==> config.mk <==
export PLATFORM = sky130hd
export DESIGN_NAME = sms_startup
export DESIGN_NICKNAME = d
export VERILOG_FILES = /design/src/verilog/sms_pkg.sv /design/src/verilog/sms_tick.sv /design/src/verilog/sms_xfer.sv /design/src/verilog/sms_startup.sv
export VERILOG_INCLUDE_DIRS = /design/src /design/src/verilog
export SDC_FILE = /design/constraint.sdc
export NUM_CORES = 1
export LEC_CHECK = 0
export BUFFER_PORTS_ARGS = -buffer_cell sky130_fd_sc_hd__buf_2
export CORE_MARGIN = 2
export CORE_UTILIZATION = 49
export CTS_BUF_LIST = sky130_fd_sc_hd__clkbuf_4 sky130_fd_sc_hd__clkbuf_8 sky130_fd_sc_hd__clkbuf_16
export DETAILED_ROUTE_END_ITERATION = 7
export GPL_TIMING_DRIVEN = 0
export PLACE_DENSITY = 0.86
export SYNTH_ARGS = -nofsm -noshare
export SYNTH_HDL_FRONTEND = slang
export SYNTH_SLANG_ARGS = --single-unit
==> constraint.sdc <==
create_clock -name hclk -period 2.3 [get_ports hclk]
set_clock_uncertainty 0.2 [all_clocks]
set_input_delay 0.345 -clock hclk [delete_from_list [all_inputs] [get_ports hclk]]
set_output_delay 0.345 -clock hclk [all_outputs]
set_load 0.05 [all_outputs]
==> src/verilog/sms_map.svh <==
// Register offsets, field positions, reset values and timing counts of the start sequencer
`ifndef SMS_MAP_SVH
`define SMS_MAP_SVH

// Register byte offsets (only haddr[7:0] is decoded)
`define SMS_CTRL_OFS 8'h00
`define SMS_WINDOW_OFS 8'h04
`define SMS_BANK_OFS 8'h08
`define SMS_STATUS_OFS 8'h0C
`define SMS_OFFTIME_OFS 8'h10

// Control register fields
`define SMS_CTRL_MODE_LSB 0
`define SMS_CTRL_RESTART_BIT 2
`define SMS_CTRL_HOT_CMD_BIT 3
`define SMS_CTRL_COLD_CMD_BIT 4

// Start mode codes
`define SMS_MODE_TIMED 2'h0
`define SMS_MODE_HOT 2'h1
`define SMS_MODE_COLD 2'h2
`define SMS_MODE_HOST 2'h3

// Product lines: line A defaults to plain hot start, line B to timed hot start
`define SMS_LINE_A 1'h0
`define SMS_LINE_B 1'h1

// Reset values and limits
`define SMS_WINDOW_RESET 12'h000
`define SMS_WINDOW_MAX 12'hE10
`define SMS_BANK_RESET 4'h0
`define SMS_BANK_MAX 4'hC

// Timing: clock rate, time base period and the long power-off limit
`define SMS_CLK_HZ 32'h05F5E100
`define SMS_TICK_PERIOD_S 32'h00000001
`define SMS_LONG_OFF_HOURS 32'h00000018
`define SMS_LONG_OFF_S (`SMS_LONG_OFF_HOURS * 32'h00000E10)

`endif

==> src/verilog/sms_pkg.sv <==
// Types shared by the start sequencer modules
package sms_pkg;

    // Sequencer states
    typedef enum logic [2:0] {
        ST_EVAL = 3'b000,
        ST_HOST = 3'b001,
        ST_CLEAR = 3'b010,
        ST_FLASH = 3'b011,
        ST_HMI = 3'b100,
        ST_RUN = 3'b101
    } sms_state_t;

    // Kind of start chosen
    typedef enum logic [1:0] {
        SK_HOT = 2'b00,
        SK_COLD_FULL = 2'b01,
        SK_COLD_KEEP = 2'b10
    } sms_kind_t;

    // Indications toward the loop logic and the front panel
    typedef struct packed {
        logic execution_indicator;
        logic run_start_indication;
        logic cold_start_active_flag;
        logic access_enable;
        logic cold_init;
    } sms_ind_t;

endpackage : sms_pkg

==> src/verilog/sms_tick.sv <==
// One-second time base for the retained alive stamp
`timescale 1ns/1ps
module sms_tick
#(
    parameter int unsigned TICK_CYCLES = 100
)
(
    input wire logic hclk,
    input wire logic hresetn,
    output logic tick
);

    logic [31:0] count;

    // Free-running divider; tick is one cycle wide
    always_ff @(posedge hclk or negedge hresetn)
    begin
        if (!hresetn)
        begin
            count <= 32'h00000000;
            tick <= 1'b0;
        end
        else if (count == 32'(TICK_CYCLES - 1))
        begin
            count <= 32'h00000000;
            tick <= 1'b1;
        end
        else
        begin
            count <= count + 32'h00000001;
            tick <= 1'b0;
        end
    end

endmodule : sms_tick

==> src/verilog/sms_xfer.sv <==
// Request/done handshake for one reload transfer
`timescale 1ns/1ps
module sms_xfer
(
    input wire logic hclk,
    input wire logic hresetn,
    input wire logic start,
    input wire logic abort,
    input wire logic done,
    output logic req,
    output logic finished
);

    // Request stands from start until done; an abort drops it at once
    always_ff @(posedge hclk or negedge hresetn)
    begin
        if (!hresetn)
        begin
            req <= 1'b0;
        end
        else if (abort || (req && done))
        begin
            req <= 1'b0;
        end
        else if (start)
        begin
            req <= 1'b1;
        end
    end

    // One-cycle completion pulse
    always_ff @(posedge hclk or negedge hresetn)
    begin
        if (!hresetn)
        begin
            finished <= 1'b0;
        end
        else
        begin
            finished <= req && done && !abort;
        end
    end

endmodule : sms_xfer

==> src/verilog/sms_startup.sv <==
// Startup mode sequencer with AHB-Lite register slave
// What this block does
// - Four start-mode codes: timed, hot, cold, host
// - Evaluate at power-up and restart rising edge
// - Default mode depends on product line
// - Hot start resumes with all values kept
// - Execution indicator lights as run begins
// - Off over 24 hours forces cold start, except in host mode
// - Forced cold: manual, MV zero, local setpoint
// - Cold start clears memory, MV, switches first
// - Normal cold reloads flash, then host data
// - Timed mode: hot if within window
// - Timed mode: cold if window exceeded
// - Window-exceeded cold start skips all reloads
// - One line: long-off timed cold fully reloads
// - Host mode: hot or cold command bit
// - Host mode: refuse access until command bit
// - Expose run-start and cold-start-active flags
//
// The register addresses and the AHB-Lite interface to the registers are this design's own decisions.
`timescale 1ns/1ps
`include "sms_map.svh"
module sms_startup
#(
    parameter logic PRODUCT_LINE = `SMS_LINE_A,
    parameter int unsigned TICK_CYCLES = `SMS_CLK_HZ * `SMS_TICK_PERIOD_S
)
(
    input wire logic hclk,
    input wire logic hresetn,
    input wire logic hsel,
    input wire logic [31:0] haddr,
    input wire logic [1:0] htrans,
    input wire logic hwrite,
    input wire logic [2:0] hsize,
    input wire logic [31:0] hwdata,
    input wire logic hready,
    output logic [31:0] hrdata,
    output logic hreadyout,
    output logic hresp,
    input wire logic [31:0] rtc_seconds,
    input wire logic [31:0] last_alive_seconds,
    output logic [31:0] alive_stamp,
    input wire logic [1:0] load_done,
    output logic [1:0] load_req,
    output logic [3:0] hmi_bank_select,
    output sms_pkg::sms_ind_t ind
);

    // Mode reset value follows the product line
    localparam logic [1:0] MODE_RESET =
        (PRODUCT_LINE == `SMS_LINE_A) ? `SMS_MODE_HOT : `SMS_MODE_TIMED;

    sms_pkg::sms_state_t state;
    sms_pkg::sms_state_t next_state;
    sms_pkg::sms_kind_t kind;
    sms_pkg::sms_kind_t kind_q;

    logic [1:0] start_mode_select;
    logic restart_request_bit;
    logic host_hot_start_cmd;
    logic host_cold_start_cmd;
    logic [11:0] hot_start_window_seconds;
    logic restart_prev;
    logic restart_edge;
    logic [31:0] off_seconds;
    logic long_off;
    logic in_window;
    logic go_run;
    logic [1:0] xfer_start;
    logic [1:0] xfer_fin;
    logic tick;
    logic wr_pend;
    logic [7:0] wr_addr;
    logic addr_valid;
    logic [31:0] read_mux;
    logic [7:0] status_word;
    logic execution_indicator;
    logic run_start_indication;
    logic cold_start_active_flag;
    logic access_enable;
    logic cold_init;

    // Each indication has its own flip-flop, so the struct has a single driver
    assign ind = '{execution_indicator, run_start_indication, cold_start_active_flag,
                   access_enable, cold_init};

    // Zero-wait slave that always answers OKAY
    always_ff @(posedge hclk or negedge hresetn)
    begin
        if (!hresetn)
        begin
            hreadyout <= 1'b0;
            hresp <= 1'b0;
        end
        else
        begin
            hreadyout <= 1'b1;
            hresp <= 1'b0;
        end
    end

    assign addr_valid = hsel && hready && htrans[1];

    // Capture the write address phase; data lands one cycle later
    always_ff @(posedge hclk or negedge hresetn)
    begin
        if (!hresetn)
        begin
            wr_pend <= 1'b0;
            wr_addr <= 8'h00;
        end
        else
        begin
            wr_pend <= addr_valid && hwrite;
            wr_addr <= haddr[7:0];
        end
    end

    // Status word: state, panel flags and the start kind chosen
    assign status_word = {kind_q, access_enable, cold_start_active_flag,
                          execution_indicator, state};

    // Read multiplexer; unmapped offsets read as zero
    always_comb
    begin
        read_mux = 32'h00000000;
        unique case (haddr[7:0])
            `SMS_CTRL_OFS: read_mux = {27'h0000000, host_cold_start_cmd,
                                       host_hot_start_cmd, restart_request_bit,
                                       start_mode_select};
            `SMS_WINDOW_OFS: read_mux = {20'h00000, hot_start_window_seconds};
            `SMS_BANK_OFS: read_mux = {28'h0000000, hmi_bank_select};
            `SMS_STATUS_OFS: read_mux = {24'h000000, status_word};
            `SMS_OFFTIME_OFS: read_mux = off_seconds;
            default: read_mux = 32'h00000000;
        endcase
    end

    // Read data is registered at the address phase and stands in the data phase
    always_ff @(posedge hclk or negedge hresetn)
    begin
        if (!hresetn)
        begin
            hrdata <= 32'h00000000;
        end
        else if (addr_valid && !hwrite)
        begin
            hrdata <= read_mux;
        end
    end

    // Control register: mode, restart request and host start commands
    always_ff @(posedge hclk or negedge hresetn)
    begin
        if (!hresetn)
        begin
            start_mode_select <= MODE_RESET;
            restart_request_bit <= 1'b0;
            host_hot_start_cmd <= 1'b0;
            host_cold_start_cmd <= 1'b0;
        end
        else if (wr_pend && wr_addr == `SMS_CTRL_OFS)
        begin
            start_mode_select <= hwdata[`SMS_CTRL_MODE_LSB +: 2];
            restart_request_bit <= hwdata[`SMS_CTRL_RESTART_BIT];
            host_hot_start_cmd <= hwdata[`SMS_CTRL_HOT_CMD_BIT];
            host_cold_start_cmd <= hwdata[`SMS_CTRL_COLD_CMD_BIT];
        end
    end

    // Hot-start window; writes above the maximum are clamped
    always_ff @(posedge hclk or negedge hresetn)
    begin
        if (!hresetn)
        begin
            hot_start_window_seconds <= `SMS_WINDOW_RESET;
        end
        else if (wr_pend && wr_addr == `SMS_WINDOW_OFS)
        begin
            if (hwdata[31:0] > {20'h00000, `SMS_WINDOW_MAX})
            begin
                hot_start_window_seconds <= `SMS_WINDOW_MAX;
            end
            else
            begin
                hot_start_window_seconds <= hwdata[11:0];
            end
        end
    end

    // Host data bank; the host keeps it in range, larger codes are dropped
    always_ff @(posedge hclk or negedge hresetn)
    begin
        if (!hresetn)
        begin
            hmi_bank_select <= `SMS_BANK_RESET;
        end
        else if (wr_pend && wr_addr == `SMS_BANK_OFS && hwdata[31:0] <= 32'h0000000C)
        begin
            hmi_bank_select <= hwdata[3:0];
        end
    end

    // Restart request edge; only an off-to-on change restarts
    always_ff @(posedge hclk or negedge hresetn)
    begin
        if (!hresetn)
        begin
            restart_prev <= 1'b0;
        end
        else
        begin
            restart_prev <= restart_request_bit;
        end
    end

    assign restart_edge = restart_request_bit && !restart_prev;

    // Retained time base: stamp refreshed each second while running
    sms_tick #(
        .TICK_CYCLES(TICK_CYCLES)
    ) u_tick (
        .hclk(hclk),
        .hresetn(hresetn),
        .tick(tick)
    );

    // Stamp is only refreshed in run, so a stopped device ages like a powered-off one
    always_ff @(posedge hclk or negedge hresetn)
    begin
        if (!hresetn)
        begin
            alive_stamp <= 32'h00000000;
        end
        else if (tick && state == sms_pkg::ST_RUN)
        begin
            alive_stamp <= rtc_seconds;
        end
    end

    // Power-off duration against the window and the long-off limit
    assign off_seconds = rtc_seconds - last_alive_seconds;
    assign long_off = off_seconds > `SMS_LONG_OFF_S;
    assign in_window = off_seconds <= {20'h00000, hot_start_window_seconds};

    // Start kind chosen from the mode, the off time and the host commands
    always_comb
    begin
        kind = sms_pkg::SK_HOT;
        unique case (start_mode_select)
            `SMS_MODE_TIMED:
            begin
                if (in_window)
                begin
                    kind = sms_pkg::SK_HOT;
                end
                else if (long_off && PRODUCT_LINE == `SMS_LINE_A)
                begin
                    kind = sms_pkg::SK_COLD_FULL;
                end
                else
                begin
                    kind = sms_pkg::SK_COLD_KEEP;
                end
            end
            `SMS_MODE_HOT:
            begin
                kind = long_off ? sms_pkg::SK_COLD_FULL : sms_pkg::SK_HOT;
            end
            `SMS_MODE_COLD:
            begin
                kind = sms_pkg::SK_COLD_FULL;
            end
            `SMS_MODE_HOST:
            begin
                kind = host_cold_start_cmd ? sms_pkg::SK_COLD_FULL : sms_pkg::SK_HOT;
            end
        endcase
    end

    // Sequencer transitions; a restart edge overrides any state
    always_comb
    begin
        next_state = state;
        if (restart_edge)
        begin
            next_state = sms_pkg::ST_EVAL;
        end
        else
        begin
            unique case (state)
                sms_pkg::ST_EVAL:
                begin
                    if (start_mode_select == `SMS_MODE_HOST)
                    begin
                        next_state = sms_pkg::ST_HOST;
                    end
                    else if (kind == sms_pkg::SK_HOT)
                    begin
                        next_state = sms_pkg::ST_RUN;
                    end
                    else
                    begin
                        next_state = sms_pkg::ST_CLEAR;
                    end
                end
                sms_pkg::ST_HOST:
                begin
                    if (host_hot_start_cmd || host_cold_start_cmd)
                    begin
                        next_state = (kind == sms_pkg::SK_HOT) ? sms_pkg::ST_RUN
                                                               : sms_pkg::ST_CLEAR;
                    end
                end
                sms_pkg::ST_CLEAR:
                begin
                    next_state = (kind_q == sms_pkg::SK_COLD_FULL) ? sms_pkg::ST_FLASH
                                                                   : sms_pkg::ST_RUN;
                end
                sms_pkg::ST_FLASH:
                begin
                    if (xfer_fin[0])
                    begin
                        next_state = sms_pkg::ST_HMI;
                    end
                end
                sms_pkg::ST_HMI:
                begin
                    if (xfer_fin[1])
                    begin
                        next_state = sms_pkg::ST_RUN;
                    end
                end
                sms_pkg::ST_RUN:
                begin
                    next_state = sms_pkg::ST_RUN;
                end
                default:
                begin
                    next_state = sms_pkg::ST_EVAL;
                end
            endcase
        end
    end

    // State register; power-up always begins with an evaluation
    always_ff @(posedge hclk or negedge hresetn)
    begin
        if (!hresetn)
        begin
            state <= sms_pkg::ST_EVAL;
        end
        else
        begin
            state <= next_state;
        end
    end

    // Start kind is frozen when the decision leaves evaluation or the host wait
    always_ff @(posedge hclk or negedge hresetn)
    begin
        if (!hresetn)
        begin
            kind_q <= sms_pkg::SK_HOT;
        end
        else if ((state == sms_pkg::ST_EVAL || state == sms_pkg::ST_HOST)
                 && next_state != state && !restart_edge)
        begin
            kind_q <= kind;
        end
    end

    assign go_run = next_state == sms_pkg::ST_RUN && state != sms_pkg::ST_RUN;

    // Reload starts: flash first, host data only after flash has finished
    assign xfer_start[0] = state == sms_pkg::ST_CLEAR && next_state == sms_pkg::ST_FLASH;
    assign xfer_start[1] = state == sms_pkg::ST_FLASH && next_state == sms_pkg::ST_HMI;

    // Flash reload (channel 0) and host data reload (channel 1)
    genvar ch;
    generate
        for (ch = 0; ch < 2; ch++)
        begin : g_xfer
            sms_xfer u_xfer (
                .hclk(hclk),
                .hresetn(hresetn),
                .start(xfer_start[ch]),
                .abort(restart_edge),
                .done(load_done[ch]),
                .req(load_req[ch]),
                .finished(xfer_fin[ch])
            );
        end
    endgenerate

    // Cold init pulse stands for the one clear cycle: memory, MV 0%, manual, local
    always_ff @(posedge hclk or negedge hresetn)
    begin
        if (!hresetn)
        begin
            cold_init <= 1'b0;
        end
        else
        begin
            cold_init <= next_state == sms_pkg::ST_CLEAR
                             && state != sms_pkg::ST_CLEAR;
        end
    end

    // Execution indicator rises with the run-start pulse, drops on restart
    always_ff @(posedge hclk or negedge hresetn)
    begin
        if (!hresetn)
        begin
            execution_indicator <= 1'b0;
            run_start_indication <= 1'b0;
        end
        else
        begin
            run_start_indication <= go_run;
            if (restart_edge)
            begin
                execution_indicator <= 1'b0;
            end
            else if (go_run)
            begin
                execution_indicator <= 1'b1;
            end
        end
    end

    // Cold flag overlaps the run-start pulse so sequencing can switch loops to auto
    always_ff @(posedge hclk or negedge hresetn)
    begin
        if (!hresetn)
        begin
            cold_start_active_flag <= 1'b0;
        end
        else if (next_state == sms_pkg::ST_CLEAR && state != sms_pkg::ST_CLEAR)
        begin
            cold_start_active_flag <= 1'b1;
        end
        else if (run_start_indication || restart_edge)
        begin
            cold_start_active_flag <= 1'b0;
        end
    end

    // Tool access and host exchange held off while waiting for a host command
    always_ff @(posedge hclk or negedge hresetn)
    begin
        if (!hresetn)
        begin
            access_enable <= 1'b0;
        end
        else
        begin
            access_enable <= next_state != sms_pkg::ST_HOST
                                 && next_state != sms_pkg::ST_EVAL;
        end
    end

endmodule : sms_startup

Word-level counts from Yosys, hierarchy flattened
Cells that the tools add are included.

Output and inout bits: 77. Flip-flop bits (word level): 143. Bits of input ports: 140.

Equality and inequality tests: 24. Muxes and demuxes: 25. Add/sub/neg operators: 2. Magnitude comparators: 4. Reduce and logical (&&, ||, !) cells: 39.

Operator list (count): 32-bit one-hot mux with 5 select lines (1); 32-bit by 1-bit adder with 32-bit output, second input constant (1); 32-bit by 27-bit equality test with 1-bit output, second input constant (1); 32-bit by 12-bit > comparator with 1-bit output, second input constant (1); 32-bit by 17-bit > comparator with 1-bit output, second input constant (1); 32-bit by 12-bit <= comparator with 1-bit output (1); 32-bit by 4-bit <= comparator with 1-bit output, second input constant (1); 32-bit two-way mux (1); 32-bit subtractor (1); 8-bit by 4-bit equality test with 1-bit output, second input constant (3); 1-bit logical AND (21); 3-bit two-way mux (7); 3-bit one-hot mux with 6 select lines (1); 8-bit by 3-bit equality test with 1-bit output, second input constant (2); 8-bit zero test (2); 3-bit by 2-bit equality test with 1-bit output, second input constant (4); 3-bit equality test, second input constant (4); 12-bit two-way mux (1); 1-bit two-way mux (11); 8-bit by 5-bit equality test with 1-bit output, second input constant (1); 2-bit one-hot mux with 4 select lines (1); 2-bit nonzero test (4); 1-bit logical OR (5); 2-bit by 1-bit equality test with 1-bit output, second input constant (2); 11 further kinds (16).

Depth between registers and ports, before layout
Depth in word-level cells: 14. Mapped depth: 20.

Modules after synthesis
A second synthesis with hierarchy kept.

Cells, all modules: 981. Area total of the unflattened synthesis: 9178.8 µm².

By module, submodules not included: sms_startup (area each 7294.5 µm², instances 1, cells an instance 794); sms_tick (area each 1726.7 µm², instances 1, cells an instance 173); sms_xfer (area each 78.8 µm², instances 2, cells an instance 7).

Least setup slack after synthesis
OpenSTA, ideal clock, no wires.

Kind: input-to-reg. Start: input rtc_seconds[0]. End: register g_xfer[0].u_xfer.req. Setup slack: -1.774 ns. Buffers on the path: 0. Arrival time: 3.808 ns. Cell stages on the path: 20. Setup time: 0.066 ns. Required time: 2.034 ns. Cells stage by stage: inv_1 > ha_1 > inv_1 > fa_1 > a21o_1 > a221o_1 > a31o_2 > xor2_1 > ha_1 > nand2_1 > o211ai_1 > o41ai_1 > a21oi_1 > nor2_1 > and3_1 > a32o_1 > nor2_1 > o21ai_1 > a21oi_1 > a41o_1.

Cells in the longest elaborated chain, start to end: 13. Elaborated cells on any way between the ends: 16.

Ends and longest elaborated chain: start: declaration (line sms_startup.sv:41) `input wire logic [31:0] rtc_seconds,`; 32-bit subtractor (*) (line sms_startup.sv:243) `assign off_seconds = rtc_seconds - last_alive_seconds;`; 32-bit by 17-bit > comparator with 1-bit output (no line); 2-bit two-way mux (line sms_startup.sv:258) `` else if (long_off && PRODUCT_LINE == `SMS_LINE_A) ``; 2-bit two-way mux (line sms_startup.sv:254) `if (in_window)`; 2-bit one-hot mux with 4 select lines (*) (line sms_startup.sv:251) `unique case (start_mode_select)`; 2-bit zero test (*) (line sms_startup.sv:299, sms_startup.sv:312); 3-bit two-way mux (*) (line sms_startup.sv:299, sms_startup.sv:312); 3-bit two-way mux (on tied branches) (line sms_startup.sv:310, sms_startup.sv:295); 3-bit one-hot mux with 6 select lines (*) (line sms_startup.sv:292) `unique case (state)`; 3-bit two-way mux (*) (line sms_startup.sv:286) `if (restart_edge)`; net next_state[1] (line sms_startup.sv:55) `sms_pkg::sms_state_t next_state;`; 3-bit by 2-bit equality test with 1-bit output (*) (line sms_startup.sv:377) `assign xfer_start[0] = state == sms_pkg::ST_CLEAR && next_state == sms_pkg::ST_FLASH;`; 1-bit logical AND (*) (line sms_startup.sv:377); 2-bit nonzero test (no line) (*); end signal: assignment (line sms_xfer.sv:19) `req <= 1'b0;`; end signal: assignment (line sms_xfer.sv:23) `req <= 1'b0;`; end signal: assignment (line sms_xfer.sv:27) `req <= 1'b1;`; end: declaration (line sms_xfer.sv:10) `output logic req,`.

The timed path passes the listed nets; every way through them passes the cells marked *. A chain may end at the register's enable or synchronous reset.

Final worst setup path
Start: input rtc_seconds[0]. End: register execution_indicator.

Cells in the longest elaborated chain, start to end: 13. Elaborated cells on any way between the ends: 16.

Ends and longest elaborated chain: 32-bit subtractor (*) (line sms_startup.sv:243); 32-bit by 17-bit > comparator with 1-bit output (no line); 2-bit two-way mux (line sms_startup.sv:258); 2-bit two-way mux (line sms_startup.sv:254); 2-bit one-hot mux with 4 select lines (*) (line sms_startup.sv:251); 2-bit zero test (*) (line sms_startup.sv:299, sms_startup.sv:312); 3-bit two-way mux (*) (line sms_startup.sv:299, sms_startup.sv:312); 3-bit two-way mux (on tied branches) (line sms_startup.sv:310, sms_startup.sv:295); 3-bit one-hot mux with 6 select lines (*) (line sms_startup.sv:292); 3-bit two-way mux (*) (line sms_startup.sv:286); 3-bit equality test (*) (line sms_startup.sv:374) `assign go_run = next_state == sms_pkg::ST_RUN && state != sms_pkg::ST_RUN;`; 1-bit logical AND (*) (line sms_startup.sv:374); 2-bit nonzero test (no line) (*); end signal: assignment (line sms_startup.sv:416) `execution_indicator <= 1'b0;`; end signal: assignment (line sms_startup.sv:424) `execution_indicator <= 1'b0;`; end signal: assignment (line sms_startup.sv:428) `execution_indicator <= 1'b1;`; end: declaration (line sms_startup.sv:78) `logic execution_indicator;`.

Mark *: on every way between the ends. The rest lies on a longest branch, timed or not.

==> flow_summary_export.csv <==
group,metric,value,unit
yosys,ys_warn_count,0,
yosys,ys.flop_type,"dfrtp_1",
clock_network,cts_sinks,143,
timing,finalCritPeriodShare,1.69,
yosys,synth_area,8600,um2
drt,dr.pass1.iters,7,
place,dpl.hpwl,17500,um
timing,hold_viol_final,0,
global_routing,grt_max_degree,83,
min_path,hold_path_class,"in2reg",
min_path,hold_start,"rtc_seconds[0]",
timing,max_freq,0.257,GHz
clock_network,cts_tree,"done",
clock_network,clock-root-buffer,"clkbuf_16",
drt,final_antenna_net_count,0,
yosys,synth-edff-count,0,
drt,wire_per_inst,18.0,um
setup_path,worstSetupStartpointType,"input port",
floorplanning,die_x,136,um
yosys,synth-simple-area-share,0.178,
timing,final-setup-viol-count,26,
yosys,ys_seq_elements,143,
global_routing,grt_use_met2,0.436,
outcome,outcome,"complete, but fails checks",
global_routing,grt_busiest_layer,"met2",
floorplanning,dieArea,18600,um2
clock_network,clk_path_buf_depth,2,
yosys,ys_types,78,
drt,drtIter0Drc,748,
timing,fin_crit,3890,ps
clock_network,cts.reportedPaths.clkPinSlew,60,ps
outcome,violations,"negative setup slack",
clock_network,clkLatencyLatePin,430,ps
setup_path,crit_buf_inv,4,
pwr,power.density,672,nW/um2
pwr,vdd_drop_max,0.632,mV
setup_path,crit_type,"in2reg",
setup_path,regToRegSetupSlack,-550,ps
finish,antenna_cells,0,
timing,rsz0062_at_grt,"yes",
global_routing,grt_pass1_wl,39600,um
global_routing,met3_usage,0.0686,
timing,worst_slack,-1590,ps
setup_path,reg2reg_to,"execution_indicator$_DFFE_PN0P_",
clock_network,cts_htree_levels,4,
setup_path,path_delay_family,"compound AO/OA/AOI/OAI gates",
setup_path,crit_path_end_kind,"flop",
setup_path,cp_cell_sequence,"buf_8 -> inv_12 -> ha_4 -> inv_2 -> fa_2 -> a21o_1 -> a221o_1 -> a31o_4 -> xor2_4 -> ha_4 -> nand2_2 -> o211ai_1 -> o41ai_2 -> a21oi_2 -> nor2_1 -> and3_1 -> a32o_2 -> o21ai_2 -> o21ai_1 -> a211oi_2 -> buf_4 -> o31ai_2",
min_path,hold_end,"alive_stamp[0]$_DFFE_PN0P_",
finish,area_delta_synth_final,36.9,%
place,place_area,9990,um2
yosys,synth_nets,1100,
yosys,synthMuxAreaShare,0.0691,
setup_path,reg2reg_depth,14,
min_path,worst_hold_path.num_cells,3,
global_routing,overflow,0,
yosys,async_flop_share,1.00,
yosys,yosysSeqAreaShare,0.416,
setup_path,worstReg2RegStart,"hot_start_window_seconds[11]$_DFFE_PN0P_",
finish,drive_gt1_frac,0.344,
yosys,synth_fa_ha_area_frac,0.0663,
global_routing,grt_pass1_vias,7962,
setup_path,critical-path-slowest-cell,"a221o_1",
global_routing,grt_util_all_layers,0.272,
drt,wl,25800,um
yosys,synth-xor-area-share,0.0530,
floorplanning,core,17200,um2
global_routing,antenna_found_initial,0,
yosys,synth_top_family_by_area,"simple AND/OR/NAND/NOR gates",
run,maxCapViolations,0,
place,place_congestion,0.935,
setup_path,slowest_delay,380,ps
drt,drc,0,
drt,vias,8262,
drt,via_per_inst,5.76,
timing,drv_slew,0,
yosys,synth-compound-area-share,0.168,
floorplanning,rows,48,
finish,final_nets,1382,
place,portBuffers,187,
pwr,leakagePower,5.59,nW
timing,setup_tns,-18950,ps
global_routing,use_met1,0.351,
floorplanning,ios,217,
setup_path,crit_path_frequent_cell,"ha_4",
floorplanning,initial_core_util,0.499,
clock_network,numCtsBuffers,17,
setup_path,crit_cells,22,
yosys,syn_inst,915,
setup_path,cp_max_fo,3,
yosys,synth.avg_cell_area,9.40,um2
floorplanning,die_y,136,um
setup_path,cp.required,2410,ps
finish,fin_area,11800,um2
timing,tightest_slew,715,ps
setup_path,cp.arrival,4010,ps
timing,slew-limit-headroom,0.523,
[worst max path at each step]
stage                                 endpoint            from  slack [ps]
2_1_floorplan  execution_indicator$_DFFE_PN0P_  rtc_seconds[0]       -1650
3_3_place_gp    run_start_indication$_DFF_PN0_  rtc_seconds[0]       -2190
3_5_place_dp   execution_indicator$_DFFE_PN0P_  rtc_seconds[0]       -2260
4_1_cts        execution_indicator$_DFFE_PN0P_  rtc_seconds[0]       -1500
5_1_grt        execution_indicator$_DFFE_PN0P_  rtc_seconds[0]       -1740
6_report       execution_indicator$_DFFE_PN0P_  rtc_seconds[0]       -1590
[worst reg2reg max path, stage by stage (launching register included)]
cell,delay [ps]
dfrtp_1,340
inv_1,60
ha_1,370
a21oi_4,180
o21ai_1,100
a211oi_2,230
a21oi_2,110
nor2_1,100
and3_1,190
and3_1,160
nand4_1,120
a21oi_2,170
a211oi_2,70
buf_4,150
o31ai_2,200
[timing repair]
item | in CTS | in global routing
setup buffers | 17 | 17
pin swaps | 21 | 27
hold buffers | 50 | 0
hold endpoints to repair | 109 | 0
resized for setup | 49 | 58
setup endpoints to repair | 86 | 89
[placed cells by master (no fill, tap or decap), types with 11 or more instances in the layout]
master and n:
a21oi_1 45, a22o_1 16, and3_1 16, buf_2 188, buf_4 36, clkbuf_1 12
clkbuf_16 17, dfrtp_1 142, dlygate4sd3_1 50, ha_1 38, inv_1 61, mux2_2 41
mux2i_1 11, nand2_1 94, nand2b_1 11, nand3_1 23, nand4_1 18, nor2_1 56
nor3_1 15, nor4_1 11, o211ai_1 11, o21ai_0 37, o21ai_1 15, xnor2_1 24
xor2_1 19
[state kept, by name, summed over array words and instances (netlist names), 2 cells and up]
name and count:
hot_start_window_seconds 12, g_xfer.u_xfer.req 2, start_mode_select 2, g_xfer.u_xfer.finished 2
wr_addr 8, alive_stamp 32, kind_q 2, hrdata 32
state 3, u_tick.count 32, hmi_bank_select 4
[layer usage]
layer / vias to the layer above / wire, um
li1: 3836 / -
met1: 3987 / 10600
met2: 369 / 12500
met3: 70 / 1930
met4: 0 / 755
met5: - / 0
[final cells by class]
| class | count | area (um2) |
|---|---|---|
| tap | 225 | 282 |
| multi-input combinational | 669 | 5180 |
| sequential | 143 | 3580 |
| clock inverter | 8 | 83.8 |
| clock buffer | 23 | 489 |
| timing repair buffer | 270 | 1740 |
| buffer | 33 | 173 |
| inverter | 63 | 249 |
| fill | 1229 | 5470 |
[where the power goes]
group / total [W] / switching, W / internal, W
clock: 0.00269 / 0.00109 / 0.00160
sequential: 0.00274 / 0.0000951 / 0.00264
combinational: 0.00248 / 0.00149 / 0.000987
total: 0.00791 / 0.00267 / 0.00523
[per-stage QoR]
stage / setup WS (ps) / total power, W / hold slack [ps] / std cells / utilization
floorplan: -1650 / 0.00423 / -151 / 915 / -
global placement: -2190 / 0.00476 / 253 / 1327 / 0.578
detailed placement: -2260 / 0.00480 / 160 / 1328 / 0.580
CTS: -1500 / 0.00773 / 4.03 / 1421 / 0.661
global route: -1740 / 0.00827 / 11.6 / 1434 / 0.683
finish: -1590 / 0.00791 / 13.4 / 1434 / 0.683
[cells in the mapped netlist, types with 3 or more instances]
cell type  instances  share of area
a22o_1            16          0.016
clkbuf_1          27          0.012
nand2_1           97          0.042
buf_4              8         0.0070
and3_1            21          0.015
nand2b_1          11         0.0080
o21a_1             6         0.0052
a21o_1             4         0.0035
buf_1              3         0.0013
or3_1              4         0.0029
nor4_1            14          0.010
xor2_1            25          0.025
xnor2_1           27          0.027
nand4_1           18          0.013
nor3_1            22          0.013
mux2i_1           11          0.013
nor4b_1            3         0.0031
a22oi_1            5         0.0044
a31oi_1            3         0.0022
o22ai_1            4         0.0029
inv_1             63          0.027
a211oi_1           4         0.0035
dfrtp_1          142           0.41
o21bai_1           6         0.0052
and4_1             3         0.0031
mux2_2            41          0.054
nand3_1           26          0.015
o21ai_1            5         0.0029
o211ai_1          11         0.0096
nor2_1            63          0.027
a21oi_1           55          0.032
nor2b_1            5         0.0036
ha_1              44          0.064
o21ai_0           53          0.031
or2_2              3         0.0022
o31ai_1            8         0.0070
[kinds of logic (layout without fill, tap and decap cells)]
kind of cell,after synthesis,after routing
other,2,2
and+or+nand+nor,306,306
muxes,53,53
buffers and inverters,103,397
AOI/OAI and AO/OA,211,211
adders and majority gates,45,45
DFF,143,143
xor gates and xnor gates,52,52
No activity file was read; power rests on OpenSTA's default activity.
